`src/hw/gpc_pkg.sv`:
```
// constants for the gpio pin configuration and data block
package gpc_pkg;
    // register indices (byte address is index * 4, so every offset is a multiple of four)
    localparam logic [7:0] GPC_IDX_P53_CFG  = 8'h42;
    localparam logic [7:0] GPC_IDX_P54_CFG  = 8'h43;
    localparam logic [7:0] GPC_IDX_P55_CFG  = 8'h44;
    localparam logic [7:0] GPC_IDX_P56_CFG  = 8'h45;
    localparam logic [7:0] GPC_IDX_P57_CFG  = 8'h46;
    localparam logic [7:0] GPC_IDX_P60_CFG  = 8'h47;
    localparam logic [7:0] GPC_IDX_P61_CFG  = 8'h48;
    localparam logic [7:0] GPC_IDX_RSVD_A   = 8'h49;
    localparam logic [7:0] GPC_IDX_RSVD_B   = 8'h4A;
    localparam logic [7:0] GPC_IDX_P1_DATA  = 8'h4B;
    localparam logic [7:0] GPC_IDX_P2_DATA  = 8'h4C;
    localparam int         GPC_ADDR_W       = 12;
    localparam int         GPC_NCFG         = 7;
    // configuration field positions
    localparam int         GPC_CFG_DIR      = 0;
    localparam int         GPC_CFG_POL      = 1;
    localparam int         GPC_CFG_FN_LO    = 2;
    localparam int         GPC_CFG_OD       = 7;
    localparam logic [1:0] GPC_FN_GPIO      = 2'h0;
    localparam logic [1:0] GPC_FN_ALT       = 2'h1;
    localparam logic [1:0] GPC_FN_EDGE_IRQ  = 2'h2;
    // reset values
    localparam logic [7:0] GPC_CFG_RST_P53  = 8'h00;
    localparam logic [7:0] GPC_CFG_RST      = 8'h01;
    localparam logic [7:0] GPC_DATA_RST     = 8'h00;
    localparam logic [7:0] GPC_P2_MASK      = 8'hF7;
    // axi responses
    localparam logic [1:0] GPC_RESP_OKAY    = 2'h0;
    localparam logic [1:0] GPC_RESP_SLVERR  = 2'h2;

    function automatic logic [GPC_ADDR_W-1:0] gpc_byte_addr(input logic [7:0] idx);
        gpc_byte_addr = {2'h0, idx, 2'h0};
    endfunction
endpackage

```
`src/hw/gpc_pin_cell.sv`:
```
// one configurable pin: direction, polarity, function mux, driver type
`timescale 1ns/1ps
module gpc_pin_cell
    import gpc_pkg::*;
(
    input  wire logic       aclk,
    input  wire logic       aresetn,
    input  wire logic [7:0] cfg,
    input  wire logic       gpio_out,
    input  wire logic       alt_out,
    input  wire logic       alt_is_out,
    input  wire logic       pin_in,
    output logic            pin_out,
    output logic            pin_oe_n,
    output logic            level,
    output logic            edge_evt
);
    logic drive_val;
    logic is_out;
    logic level_reg;
    logic level_next;

    always_comb begin
        // alternate output functions force the pin to drive
        is_out    = (cfg[3:2] == GPC_FN_ALT) ? alt_is_out : !cfg[GPC_CFG_DIR];
        drive_val = ((cfg[3:2] == GPC_FN_ALT) ? alt_out : gpio_out)
                    ^ cfg[GPC_CFG_POL];
        // open drain only pulls low, releases for a one
        if (!is_out) begin
            pin_out  = 1'b1;
            pin_oe_n = 1'b1;
        end else if (cfg[GPC_CFG_OD]) begin
            pin_out  = 1'b0;
            pin_oe_n = drive_val;
        end else begin
            pin_out  = drive_val;
            pin_oe_n = 1'b0;
        end
        level      = pin_in ^ cfg[GPC_CFG_POL];
        level_next = level;
    end

    always_ff @(posedge aclk) begin
        if (!aresetn) begin
            level_reg <= 1'b0;
        end else begin
            level_reg <= level_next;
        end
    end

    // either-edge event, only in the interrupt function
    assign edge_evt = (cfg[3:2] == GPC_FN_EDGE_IRQ) && (level != level_reg);
endmodule // gpc_pin_cell

```
`src/hw/gpc_axil_slave.sv`:
```
// axi4-lite slave front end giving single-cycle register strobes
`timescale 1ns/1ps
module gpc_axil_slave
    import gpc_pkg::*;
(
    input  wire logic                  aclk,
    input  wire logic                  aresetn,
    input  wire logic [GPC_ADDR_W-1:0] s_axi_awaddr,
    input  wire logic                  s_axi_awvalid,
    output logic                       s_axi_awready,
    input  wire logic [31:0]           s_axi_wdata,
    input  wire logic [3:0]            s_axi_wstrb,
    input  wire logic                  s_axi_wvalid,
    output logic                       s_axi_wready,
    output logic [1:0]                 s_axi_bresp,
    output logic                       s_axi_bvalid,
    input  wire logic                  s_axi_bready,
    input  wire logic [GPC_ADDR_W-1:0] s_axi_araddr,
    input  wire logic                  s_axi_arvalid,
    output logic                       s_axi_arready,
    output logic [31:0]                s_axi_rdata,
    output logic [1:0]                 s_axi_rresp,
    output logic                       s_axi_rvalid,
    input  wire logic                  s_axi_rready,
    output logic                       wr_en,
    output logic [GPC_ADDR_W-1:0]      wr_addr,
    output logic [7:0]                 wr_data,
    input  wire logic                  wr_ok,
    output logic [GPC_ADDR_W-1:0]      rd_addr,
    input  wire logic [7:0]            rd_data,
    input  wire logic                  rd_ok
);
    logic                  aw_have_reg, aw_have_next;
    logic                  w_have_reg, w_have_next;
    logic [GPC_ADDR_W-1:0] awaddr_reg, awaddr_next;
    logic [7:0]            wdata_reg, wdata_next;
    logic                  wlane_reg, wlane_next;
    logic                  bvalid_reg, bvalid_next;
    logic [1:0]            bresp_reg, bresp_next;
    logic                  rvalid_reg, rvalid_next;
    logic [1:0]            rresp_reg, rresp_next;
    logic [31:0]           rdata_reg, rdata_next;

    assign s_axi_awready = !aw_have_reg && !bvalid_reg;
    assign s_axi_wready  = !w_have_reg && !bvalid_reg;
    assign s_axi_arready = !rvalid_reg;
    assign s_axi_bvalid  = bvalid_reg;
    assign s_axi_bresp   = bresp_reg;
    assign s_axi_rvalid  = rvalid_reg;
    assign s_axi_rresp   = rresp_reg;
    assign s_axi_rdata   = rdata_reg;
    // byte lane 0 only carries data; a write without it changes nothing
    assign wr_en   = aw_have_reg && w_have_reg && !bvalid_reg && wlane_reg;
    assign wr_addr = awaddr_reg;
    assign wr_data = wdata_reg;
    assign rd_addr = s_axi_araddr;

    always_comb begin
        aw_have_next = aw_have_reg;
        w_have_next  = w_have_reg;
        awaddr_next  = awaddr_reg;
        wdata_next   = wdata_reg;
        wlane_next   = wlane_reg;
        bvalid_next  = bvalid_reg;
        bresp_next   = bresp_reg;
        rvalid_next  = rvalid_reg;
        rresp_next   = rresp_reg;
        rdata_next   = rdata_reg;
        if (s_axi_awvalid && s_axi_awready) begin
            aw_have_next = 1'b1;
            awaddr_next  = s_axi_awaddr;
        end
        if (s_axi_wvalid && s_axi_wready) begin
            w_have_next = 1'b1;
            wdata_next  = s_axi_wdata[7:0];
            wlane_next  = s_axi_wstrb[0];
        end
        if (aw_have_reg && w_have_reg && !bvalid_reg) begin
            aw_have_next = 1'b0;
            w_have_next  = 1'b0;
            bvalid_next  = 1'b1;
            bresp_next   = wr_ok ? GPC_RESP_OKAY : GPC_RESP_SLVERR;
        end else if (bvalid_reg && s_axi_bready) begin
            bvalid_next = 1'b0;
        end
        if (s_axi_arvalid && s_axi_arready) begin
            rvalid_next = 1'b1;
            rdata_next  = {24'h000000, rd_data};
            rresp_next  = rd_ok ? GPC_RESP_OKAY : GPC_RESP_SLVERR;
        end else if (rvalid_reg && s_axi_rready) begin
            rvalid_next = 1'b0;
        end
    end

    always_ff @(posedge aclk) begin
        if (!aresetn) begin
            aw_have_reg <= 1'b0;
            w_have_reg  <= 1'b0;
            awaddr_reg  <= '0;
            wdata_reg   <= 8'h00;
            wlane_reg   <= 1'b0;
            bvalid_reg  <= 1'b0;
            bresp_reg   <= GPC_RESP_OKAY;
            rvalid_reg  <= 1'b0;
            rresp_reg   <= GPC_RESP_OKAY;
            rdata_reg   <= 32'h00000000;
        end else begin
            aw_have_reg <= aw_have_next;
            w_have_reg  <= w_have_next;
            awaddr_reg  <= awaddr_next;
            wdata_reg   <= wdata_next;
            wlane_reg   <= wlane_next;
            bvalid_reg  <= bvalid_next;
            bresp_reg   <= bresp_next;
            rvalid_reg  <= rvalid_next;
            rresp_reg   <= rresp_next;
            rdata_reg   <= rdata_next;
        end
    end
endmodule // gpc_axil_slave

```
`src/hw/gpc_top.sv`:
```
// gpio pin configuration registers for pins 5.3..6.1 and data ports 1 and 2
`timescale 1ns/1ps
// Functional notes
// - config bit 0 high makes the pin an input, low an output.
// - config bit 1 high inverts pin sense both ways.
// - config bits 3:2 pick function; 00 is plain gpio.
// - code 01 on port 5 routes second serial port signals.
// - pin 6.0 code 10 is edge interrupt 4, code 01 first lamp.
// - pin 6.1 code 10 is edge interrupt 5, code 01 second lamp.
// - config bit 7 high gives open-drain, low push-pull.
// - config bits 6:4 reserved, no effect on the pin.
// - pins 5.4 to 6.1 reset config to 0x01.
// - data register 1 bits map to pins 1.0..1.7, reset zero.
// - data register 2 maps pins 2.0-2.2, 2.4-2.7; bit 3 reserved.
// - reserved locations 49 and 4A read as zero.
module gpc_top
    import gpc_pkg::*;
(
    input  wire logic                  aclk,
    input  wire logic                  aresetn,
    input  wire logic [GPC_ADDR_W-1:0] s_axi_awaddr,
    input  wire logic                  s_axi_awvalid,
    output logic                       s_axi_awready,
    input  wire logic [31:0]           s_axi_wdata,
    input  wire logic [3:0]            s_axi_wstrb,
    input  wire logic                  s_axi_wvalid,
    output logic                       s_axi_wready,
    output logic [1:0]                 s_axi_bresp,
    output logic                       s_axi_bvalid,
    input  wire logic                  s_axi_bready,
    input  wire logic [GPC_ADDR_W-1:0] s_axi_araddr,
    input  wire logic                  s_axi_arvalid,
    output logic                       s_axi_arready,
    output logic [31:0]                s_axi_rdata,
    output logic [1:0]                 s_axi_rresp,
    output logic                       s_axi_rvalid,
    input  wire logic                  s_axi_rready,
    // pins 5.3..5.7, 6.0, 6.1 in bit order
    input  wire logic [GPC_NCFG-1:0]   cfg_pin_in,
    output logic [GPC_NCFG-1:0]        cfg_pin_out,
    output logic [GPC_NCFG-1:0]        cfg_pin_oe_n,
    // port 1 and port 2 pins
    input  wire logic [7:0]            port1_pin_in,
    output logic [7:0]                 port1_pin_out,
    output logic [7:0]                 port1_pin_oe_n,
    input  wire logic [7:0]            port2_pin_in,
    output logic [7:0]                 port2_pin_out,
    output logic [7:0]                 port2_pin_oe_n,
    // port 1/2 directions come from their own config registers elsewhere
    input  wire logic [7:0]            port1_is_input,
    input  wire logic [7:0]            port2_is_input,
    // second serial port side
    input  wire logic                  serial2_transmit,
    output logic                       serial2_set_ready_n,
    input  wire logic                  serial2_request_send_n,
    output logic                       serial2_clear_send_n,
    input  wire logic                  serial2_terminal_ready_n,
    input  wire logic                  lamp_out_first,
    input  wire logic                  lamp_out_second,
    output logic                       edge_irq4,
    output logic                       edge_irq5
);
    logic [7:0]            cfg_reg  [GPC_NCFG];
    logic [7:0]            cfg_next [GPC_NCFG];
    logic [7:0]            port1_data_reg, port1_data_next;
    logic [7:0]            port2_data_reg, port2_data_next;
    logic                  wr_en;
    logic [GPC_ADDR_W-1:0] wr_addr;
    logic [7:0]            wr_data;
    logic                  wr_ok;
    logic [GPC_ADDR_W-1:0] rd_addr;
    logic [7:0]            rd_data;
    logic                  rd_ok;
    logic [GPC_NCFG-1:0]   alt_out;
    logic [GPC_NCFG-1:0]   alt_is_out;
    logic [GPC_NCFG-1:0]   cfg_level;
    logic [GPC_NCFG-1:0]   cfg_edge;
    logic [7:0]            port1_level;
    logic [7:0]            port2_level;
    logic                  evt4_reg, evt5_reg;

    // config slot of an address, or GPC_NCFG when none
    function automatic int cfg_slot(input logic [GPC_ADDR_W-1:0] a);
        cfg_slot = GPC_NCFG;
        for (int i = 0; i < GPC_NCFG; i++) begin
            if (a == gpc_byte_addr(GPC_IDX_P53_CFG + 8'(i))) begin
                cfg_slot = i;
            end
        end
    endfunction

    gpc_axil_slave u_bus (
        .aclk          (aclk),
        .aresetn       (aresetn),
        .s_axi_awaddr  (s_axi_awaddr),
        .s_axi_awvalid (s_axi_awvalid),
        .s_axi_awready (s_axi_awready),
        .s_axi_wdata   (s_axi_wdata),
        .s_axi_wstrb   (s_axi_wstrb),
        .s_axi_wvalid  (s_axi_wvalid),
        .s_axi_wready  (s_axi_wready),
        .s_axi_bresp   (s_axi_bresp),
        .s_axi_bvalid  (s_axi_bvalid),
        .s_axi_bready  (s_axi_bready),
        .s_axi_araddr  (s_axi_araddr),
        .s_axi_arvalid (s_axi_arvalid),
        .s_axi_arready (s_axi_arready),
        .s_axi_rdata   (s_axi_rdata),
        .s_axi_rresp   (s_axi_rresp),
        .s_axi_rvalid  (s_axi_rvalid),
        .s_axi_rready  (s_axi_rready),
        .wr_en         (wr_en),
        .wr_addr       (wr_addr),
        .wr_data       (wr_data),
        .wr_ok         (wr_ok),
        .rd_addr       (rd_addr),
        .rd_data       (rd_data),
        .rd_ok         (rd_ok)
    );

    // alternate function wiring per pin
    always_comb begin
        alt_out    = '0;
        alt_is_out = '0;
        alt_out[0]    = serial2_transmit;
        alt_is_out[0] = 1'b1;
        alt_out[2]    = serial2_request_send_n;
        alt_is_out[2] = 1'b1;
        alt_out[4]    = serial2_terminal_ready_n;
        alt_is_out[4] = 1'b1;
        alt_out[5]    = lamp_out_first;
        alt_is_out[5] = 1'b1;
        alt_out[6]    = lamp_out_second;
        alt_is_out[6] = 1'b1;
        // input functions: the modem inputs fall back high when not selected
        serial2_set_ready_n  = (cfg_reg[1][3:2] == GPC_FN_ALT) ? cfg_level[1] : 1'b1;
        serial2_clear_send_n = (cfg_reg[3][3:2] == GPC_FN_ALT) ? cfg_level[3] : 1'b1;
    end

    genvar g;
    generate
        for (g = 0; g < GPC_NCFG; g++) begin : g_cell
            gpc_pin_cell u_cell (
                .aclk       (aclk),
                .aresetn    (aresetn),
                .cfg        (cfg_reg[g]),
                .gpio_out   (1'b0),
                .alt_out    (alt_out[g]),
                .alt_is_out (alt_is_out[g]),
                .pin_in     (cfg_pin_in[g]),
                .pin_out    (cfg_pin_out[g]),
                .pin_oe_n   (cfg_pin_oe_n[g]),
                .level      (cfg_level[g]),
                .edge_evt   (cfg_edge[g])
            );
        end
    endgenerate

    // port 1 and 2 pins driven from the data registers, push-pull
    always_comb begin
        port1_level    = port1_pin_in;
        port2_level    = port2_pin_in & GPC_P2_MASK;
        port1_pin_out  = port1_data_reg;
        port2_pin_out  = port2_data_reg & GPC_P2_MASK;
        port1_pin_oe_n = port1_is_input;
        port2_pin_oe_n = port2_is_input | ~GPC_P2_MASK;
    end

    // register writes; reserved config bits are stored but steer nothing
    always_comb begin
        int s;
        s = cfg_slot(wr_addr);
        for (int i = 0; i < GPC_NCFG; i++) begin
            cfg_next[i] = cfg_reg[i];
        end
        port1_data_next = port1_data_reg;
        port2_data_next = port2_data_reg;
        wr_ok           = 1'b1;
        if (wr_en) begin
            if (s < GPC_NCFG) begin
                cfg_next[s] = wr_data;
            end else if (wr_addr == gpc_byte_addr(GPC_IDX_P1_DATA)) begin
                port1_data_next = wr_data;
            end else if (wr_addr == gpc_byte_addr(GPC_IDX_P2_DATA)) begin
                port2_data_next = wr_data & GPC_P2_MASK;
            end else if (wr_addr == gpc_byte_addr(GPC_IDX_RSVD_A)
                         || wr_addr == gpc_byte_addr(GPC_IDX_RSVD_B)) begin
                wr_ok = 1'b1; // writes to reserved slots are dropped
            end else begin
                wr_ok = 1'b0;
            end
        end
    end

    // reads: inputs show the pin level, outputs the stored value
    always_comb begin
        int s;
        s       = cfg_slot(rd_addr);
        rd_data = 8'h00;
        rd_ok   = 1'b1;
        if (s < GPC_NCFG) begin
            rd_data = cfg_reg[s];
        end else if (rd_addr == gpc_byte_addr(GPC_IDX_P1_DATA)) begin
            rd_data = (port1_is_input & port1_level)
                      | (~port1_is_input & port1_data_reg);
        end else if (rd_addr == gpc_byte_addr(GPC_IDX_P2_DATA)) begin
            rd_data = ((port2_is_input & port2_level)
                      | (~port2_is_input & port2_data_reg)) & GPC_P2_MASK;
        end else if (rd_addr == gpc_byte_addr(GPC_IDX_RSVD_A)
                     || rd_addr == gpc_byte_addr(GPC_IDX_RSVD_B)) begin
            rd_data = 8'h00;
        end else begin
            rd_ok = 1'b0;
        end
    end

    always_ff @(posedge aclk) begin
        if (!aresetn) begin
            cfg_reg[0] <= GPC_CFG_RST_P53;
            for (int i = 1; i < GPC_NCFG; i++) begin
                cfg_reg[i] <= GPC_CFG_RST;
            end
            port1_data_reg <= GPC_DATA_RST;
            port2_data_reg <= GPC_DATA_RST;
            evt4_reg       <= 1'b0;
            evt5_reg       <= 1'b0;
        end else begin
            for (int i = 0; i < GPC_NCFG; i++) begin
                cfg_reg[i] <= cfg_next[i];
            end
            port1_data_reg <= port1_data_next;
            port2_data_reg <= port2_data_next;
            evt4_reg       <= cfg_edge[5];
            evt5_reg       <= cfg_edge[6];
        end
    end

    assign edge_irq4 = evt4_reg;
    assign edge_irq5 = evt5_reg;
endmodule // gpc_top

```
`config.mk`:
```
export PLATFORM = sky130hd
export DESIGN_NAME = gpc_top
export DESIGN_NICKNAME = d
export VERILOG_FILES = /design/src/hw/gpc_pkg.sv /design/src/hw/gpc_pin_cell.sv /design/src/hw/gpc_axil_slave.sv /design/src/hw/gpc_top.sv
export SDC_FILE = /design/constraint.sdc
export NUM_CORES = 1
export LEC_CHECK = 0
export ABC_AREA = 1
export BUFFER_PORTS_ARGS = -buffer_cell sky130_fd_sc_hd__buf_2
export CORE_MARGIN = 3
export CORE_UTILIZATION = 52
export CTS_BUF_LIST = sky130_fd_sc_hd__clkbuf_16
export CTS_CLUSTER_DIAMETER = 150
export CTS_CLUSTER_SIZE = 28
export DETAILED_ROUTE_END_ITERATION = 16
export GPL_TIMING_DRIVEN = 0
export MAX_ROUTING_LAYER = met4
export PLACE_DENSITY_LB_ADDON = 0.15
export SYNTH_ARGS = -nofsm -noshare
export SYNTH_HDL_FRONTEND = slang
export SYNTH_SLANG_ARGS = --single-unit
```
`constraint.sdc`:
```
create_clock -name aclk -period 1.94 [get_ports aclk]
set_input_delay 0.388 -clock aclk [delete_from_list [all_inputs] [get_ports aclk]]
set_output_delay 0.388 -clock aclk [all_outputs]
set_load 0.02 [all_outputs]
```
Word level (Yosys, flattened, before mapping):

Memory sizes are Yosys's and may differ from the RTL's.
Cells that the tools add are included.

* bits of input ports: 111
* memory bits (read-only): 0
* bits in writable memories: 56
* memories kept: 1
* word-level logic and storage cells: 201
* output and inout port bits: 91
* bits in latches: 0
* flip-flop bits (word level): 56

* shift-type cells: 0
* add/sub/neg operators: 0
* reductions and logical operators: 31
* multiplexer cells: 88
* $lt $le $gt $ge: 4
* divide/modulo/power cells: 0
* multipliers: 0
* bitwise operators: 28
* equal/unequal tests: 33

Memories
* cfg_reg: words 7, width 8, read ports 8, clocked after Yosys merged registers in 0, wr ports 7, line gpc_top.sv:63 `logic [7:0] cfg_reg [GPC_NCFG];`

Operator list (count)
* == test 12 x 9 -> 1 bit, second input constant: 22
* 2-to-1 mux 32 bit: 7
* 2-to-1 mux 56 bit: 2
* 2-to-1 mux 8 bit: 11
* less-than comparator 32 x 4 -> 1 bit, second input constant: 2
* 2-to-1 mux 1 bit: 57
* bitwise mux 56 bit: 1
* AND 8 bit: 4
* greater-or-equal comparator 32 x 4 -> 1 bit, second input constant: 1
* less-than comparator 32 x 1 -> 1 bit, second input constant: 1
* inverter 32 bit: 1
* demux 8 bit (select 3 bit): 1
* 2-to-1 mux 3 bit: 7
* inverter 8 bit: 2
* bitwise OR 8 bit: 2
* == test 2 x 1 -> 1 bit, second input constant: 7
* logical AND 1 bit: 13
* zero test 1 bit: 11
* bitwise XOR 1 bit: 9
* bitwise OR 1 bit: 7
* == test 2 bit, second input constant: 2
* 2-to-1 mux 2 bit: 2
* AND reduction 4 bit: 1
* nonzero test 2 bit: 2
* other kinds (5): 9

Depth between registers and ports, before layout:

* depth after elaboration: 17
* mapped depth: 15

By module:

Synthesis repeated with hierarchy kept, for this count alone.

* cell total of the unflattened synthesis: 1091
* area, all modules: 7078.0 um^2

By module, submodules not included
* gpc_top: cells an instance 650, instances 1, area an instance 4302.9 um^2, sequential area each 1461.4 um^2
* gpc_axil_slave: cells an instance 245, instances 1, area an instance 1767.9 um^2, sequential area each 700.7 um^2
* gpc_pin_cell: cells an instance 28, instances 7, area an instance 143.9 um^2, sequential area each 20.0 um^2

Worst setup path after synthesis:

OpenSTA, ideal clock, no wires.

* path type: input to register
* start: in s_axi_araddr[0]
* end: reg u_bus.rdata_reg[4], in the netlist u_bus.s_axi_rdata[4]
* slack: 0.273 ns
* required time: 1.802 ns
* setup time: 0.138 ns
* arrival time: 1.529 ns
* stages: 15
* path through: inv_2 -> nand2_2 -> nor2_2 -> nor2_1 -> nand2_4 -> nand3_4 -> nor2_4 -> buf_6 -> nand2_1 -> nand3_1 -> nand2_1 -> inv_1 -> nand2_1 -> nand2_1 -> a21oi_2

* word-level cells in the longest chain between the ends: 10

Ends and longest elaborated chain
* from (decl): line gpc_top.sv:31 `input wire logic [GPC_ADDR_W-1:0] s_axi_araddr,`
* == test 12 x 9 -> 1 bit: line gpc_top.sv:86 `if (a == gpc_byte_addr(GPC_IDX_P53_CFG + 8'(i))) begin`
* 2-to-1 mux 3 bit (6 in a row): line gpc_top.sv:86
* 2-to-1 mux 32 bit: line gpc_top.sv:86
* less-than comparator 32 x 4 -> 1 bit / memory (7 x 8 bit) (equally long branches)
* 2-to-1 mux 8 bit (*): line gpc_top.sv:201 `if (s < GPC_NCFG) begin`
* to (signal assigned): line gpc_axil_slave.sv:117 `rdata_reg <= rdata_next;`
* to (decl): line gpc_axil_slave.sv:42 `logic [31:0] rdata_reg, rdata_next;`

Every way passes the cells marked *; elsewhere a longest branch is shown, timed or not.
A chain may end at the register's enable or synchronous reset.

==> flow_summary.json <==
{
  "ys_seq_elements": 110,
  "cts_buffer_depth": 2,
  "post-route-period-util": 0.9784,
  "outcome": "finished, final reports clean",
  "die_h_um": 116.3,
  "r2r_slack_ps": 40,
  "fill_cells": 1082,
  "hold_class": "in -> reg",
  "drive_gt1_frac": 0.3163,
  "cp_max_fo": 7,
  "grt_pass1_wl_um": 26690,
  "worstHoldEndpoint": "u_bus.wr_addr[6]",
  "avgViaCountPerCell": 5.039,
  "endpoint_kind": "register",
  "drt-met1-wl_um": 7764,
  "timing.rr.end": "cfg_reg[0][7]",
  "start_util": 0.5426,
  "die_w_um": 116.3,
  "critical_path_arrival_ps": 2140,
  "drt_iter0_drc": 527,
  "core_mm2": 0.01166,
  "numCtsBuffers": 9,
  "grt.overflow.total": 0,
  "dr.pass1.iters": 5,
  "slew_viol_final": 0,
  "grt_max_degree": 20,
  "fin_util": 0.6638,
  "wl_um": 17520,
  "row_count": 39,
  "nets": 1200,
  "antenna_found_initial": 0,
  "portBuffers": 141,
  "yosysWarnings": 0,
  "hold_depth": 3,
  "route.met3.wl_um": 1094,
  "crit_type": "reg -> reg",
  "rr_startpoint": "u_bus.wr_addr[7]",
  "antenna_left": 0,
  "final_common_cell": "nand2_1",
  "die_area_mm2": 0.01353,
  "clock-sinks": 110,
  "cts.root.buffer_cell": "clkbuf_16",
  "hold_start": "s_axi_awaddr[6]",
  "gp_congestion": 0.8940,
  "worstPathRequired_ps": 2190,
  "largest_reg_flops": 56,
  "worst_pin_slew_ps": 763.9,
  "rr_worst_depth": 10,
  "crit_start": "u_bus.wr_addr[7]",
  "clk_pin_slew_worst_paths_ps": 70,
  "period_minus_slack_ps": 1898,
  "slew_headroom": 0.4908,
  "syn_area_mm2": 0.006329,
  "cp-start-kind": "register",
  "insertion_delay_ps": 360,
  "skew_ps": 6.441,
  "top_layer": "met4",
  "ioPinCount": 202,
  "track_usage": 0.2580,
  "most-common-layout-cells": "199 x nand2_1, 150 x buf_2, 108 x dfxtp_1, 84 x inv_1, 79 x nor2_1",
  "wl_met2_um": 8407,
  "p_leak_uw": 0.003517,
  "post-route-cell-area_mm2": 0.007741,
  "syn_to_final_growth_pct": 22.32,
  "cap_violations": 0,
  "syn_inst": 904,
  "hold_viol_final": 0,
  "max_freq_ghz": 0.5268,
  "antennaDiodeCount": 0,
  "vias": 6233,
  "max-vdd-ir-drop_v": 0.0005585,
  "syn_avg_cell_area_um2": 7.001,
  "remaining_drc_errors": 0,
  "dp_hpwl_um": 13200,
  "wl_per_cell_um": 14.17,
  "powerDensity_mw_per_mm2": 624.4,
  "synth_cell_types": 42,
  "dpl_cell_area_mm2": 0.007311,
  "htreeDepth": 3,
  "ys_seq_area_frac": 0.3480,
  "setup-violations-final": 0,
  "first_global_vias": 5423,
  "tritoncts": "built"
}
-- per-stage QoR --
step	TNS, ps	instances	hold WS, ps	setup slack [ps]	power, uW
after floorplan	0	930	423.8	273.4	2854
after global placement	-1023	1214	445.3	-161.0	3074
after detailed placement	-1105	1214	450.2	-169.9	3084
after CTS	0	1230	272.5	39.75	4824
after global routing	-41.69	1237	284.2	-29.35	5030
final	0	1237	273.2	41.90	4834
-- report_power, final --
part | internal (uW) | total [uW] | leakage [uW] | switching, uW
clock | 891 | 1770 | 0.000144 | 875
sequential | 2310 | 2350 | 0.000894 | 40.0
combinational | 265 | 715 | 0.00248 | 450
total | 3470 | 4830 | 0.00352 | 1360
-- layout make-up --
cell class / count / area, um^2 / share of cell area
multi-input combinational: 628 / 3309 / 0.4275
sequential: 110 / 2205 / 0.2848
timing repair buffer: 147 / 764.5 / 0.09876
buffer: 86 / 588.1 / 0.07597
inverter: 107 / 409.1 / 0.05285
clock buffer: 9 / 225.2 / 0.02909
tap: 143 / 178.9 / 0.02311
clock inverter: 7 / 61.31 / 0.007920
-- synthesized netlist by cell type --
| cell | number | area share |
|---|---|---|
| a311oi_1 | 1 | 0.0014 |
| xnor2_1 | 2 | 0.0028 |
| nand3_2 | 5 | 0.0079 |
| nand3_1 | 53 | 0.042 |
| clkbuf_1 | 13 | 0.0077 |
| dfxtp_1 | 110 | 0.35 |
| conb_1 | 2 | 0.0012 |
| mux2_2 | 14 | 0.025 |
| clkinv_1 | 4 | 0.0024 |
| buf_2 | 10 | 0.0079 |
| nor2_8 | 1 | 0.0032 |
| nand3b_1 | 2 | 0.0024 |
| buf_4 | 60 | 0.071 |
| nor2_4 | 6 | 0.011 |
| xor2_1 | 7 | 0.0097 |
| buf_6 | 2 | 0.0036 |
| nor3_1 | 1 | 0.00079 |
| inv_6 | 1 | 0.0014 |
| nand2_2 | 12 | 0.012 |
| nor4_1 | 2 | 0.0020 |
| nand2_1 | 200 | 0.12 |
| inv_2 | 17 | 0.010 |
| o21ai_1 | 10 | 0.0079 |
| inv_4 | 1 | 0.00099 |
| o211ai_1 | 6 | 0.0071 |
| o21ai_0 | 67 | 0.053 |
| inv_1 | 84 | 0.050 |
| nand3_4 | 5 | 0.014 |
| o21a_1 | 1 | 0.0012 |
| or2_2 | 2 | 0.0020 |
| buf_1 | 1 | 0.00059 |
| nor2_1 | 81 | 0.048 |
| nand4_1 | 10 | 0.0099 |
| nor3_2 | 5 | 0.0079 |
| nor3_4 | 3 | 0.0077 |
| nand2_4 | 3 | 0.0053 |
| nand4_4 | 1 | 0.0034 |
| a21oi_1 | 73 | 0.058 |
| a21oi_2 | 14 | 0.019 |
| o221ai_1 | 1 | 0.0014 |
| mux2i_1 | 1 | 0.0016 |
| nor2_2 | 10 | 0.0099 |
-- metal layers --
metal,GRT usage,up-vias
li1,-,3187
met1,0.3412,2821
met2,0.4161,206
met3,0.04404,19
met4,0.05646,0
met5,-,-
-- worst max-delay path, stage by stage, from the launching register on --
cell      delay (ps)
dfxtp_2          340
nor2_4           120
inv_2             60
nor3_4           210
buf_6            140
nand3_1          100
nand3_2          120
nand3b_1         250
buf_4            230
o21ai_0          140
a21oi_1           50
-- cell families after synthesis --
family,share of synthesized area
buf+inv,0.1556
compound gates,0.1491
flops,0.3480
other cells,0.001187
mux,0.02649
simple gates,0.3072
xor+xnor,0.01246
-- how the worst max path moves through the flow --
stage	to	depth (start not counted)
6_report	cfg_reg[0][7]	10
4_1_cts	cfg_pin_out[0]	6
5_1_grt	cfg_reg[0][7]	10
2_1_floorplan	u_bus.s_axi_rdata[4]	15
3_3_place_gp	u_bus.s_axi_rdata[6]	16
3_5_place_dp	u_bus.s_axi_rdata[6]	16
-- what timing repair did --
| item | in CTS | in global routing |
|---|---|---|
| pin swaps | 0 | 8 |
| gates resized for setup | 1 | 31 |
| gates cloned | 0 | 2 |
| hold buffers | 0 | 0 |
| endpoints found under the setup margin | 1 | 60 |
| setup buffers | 0 | 5 |
Note: power is estimated with default switching activity, not from simulation.
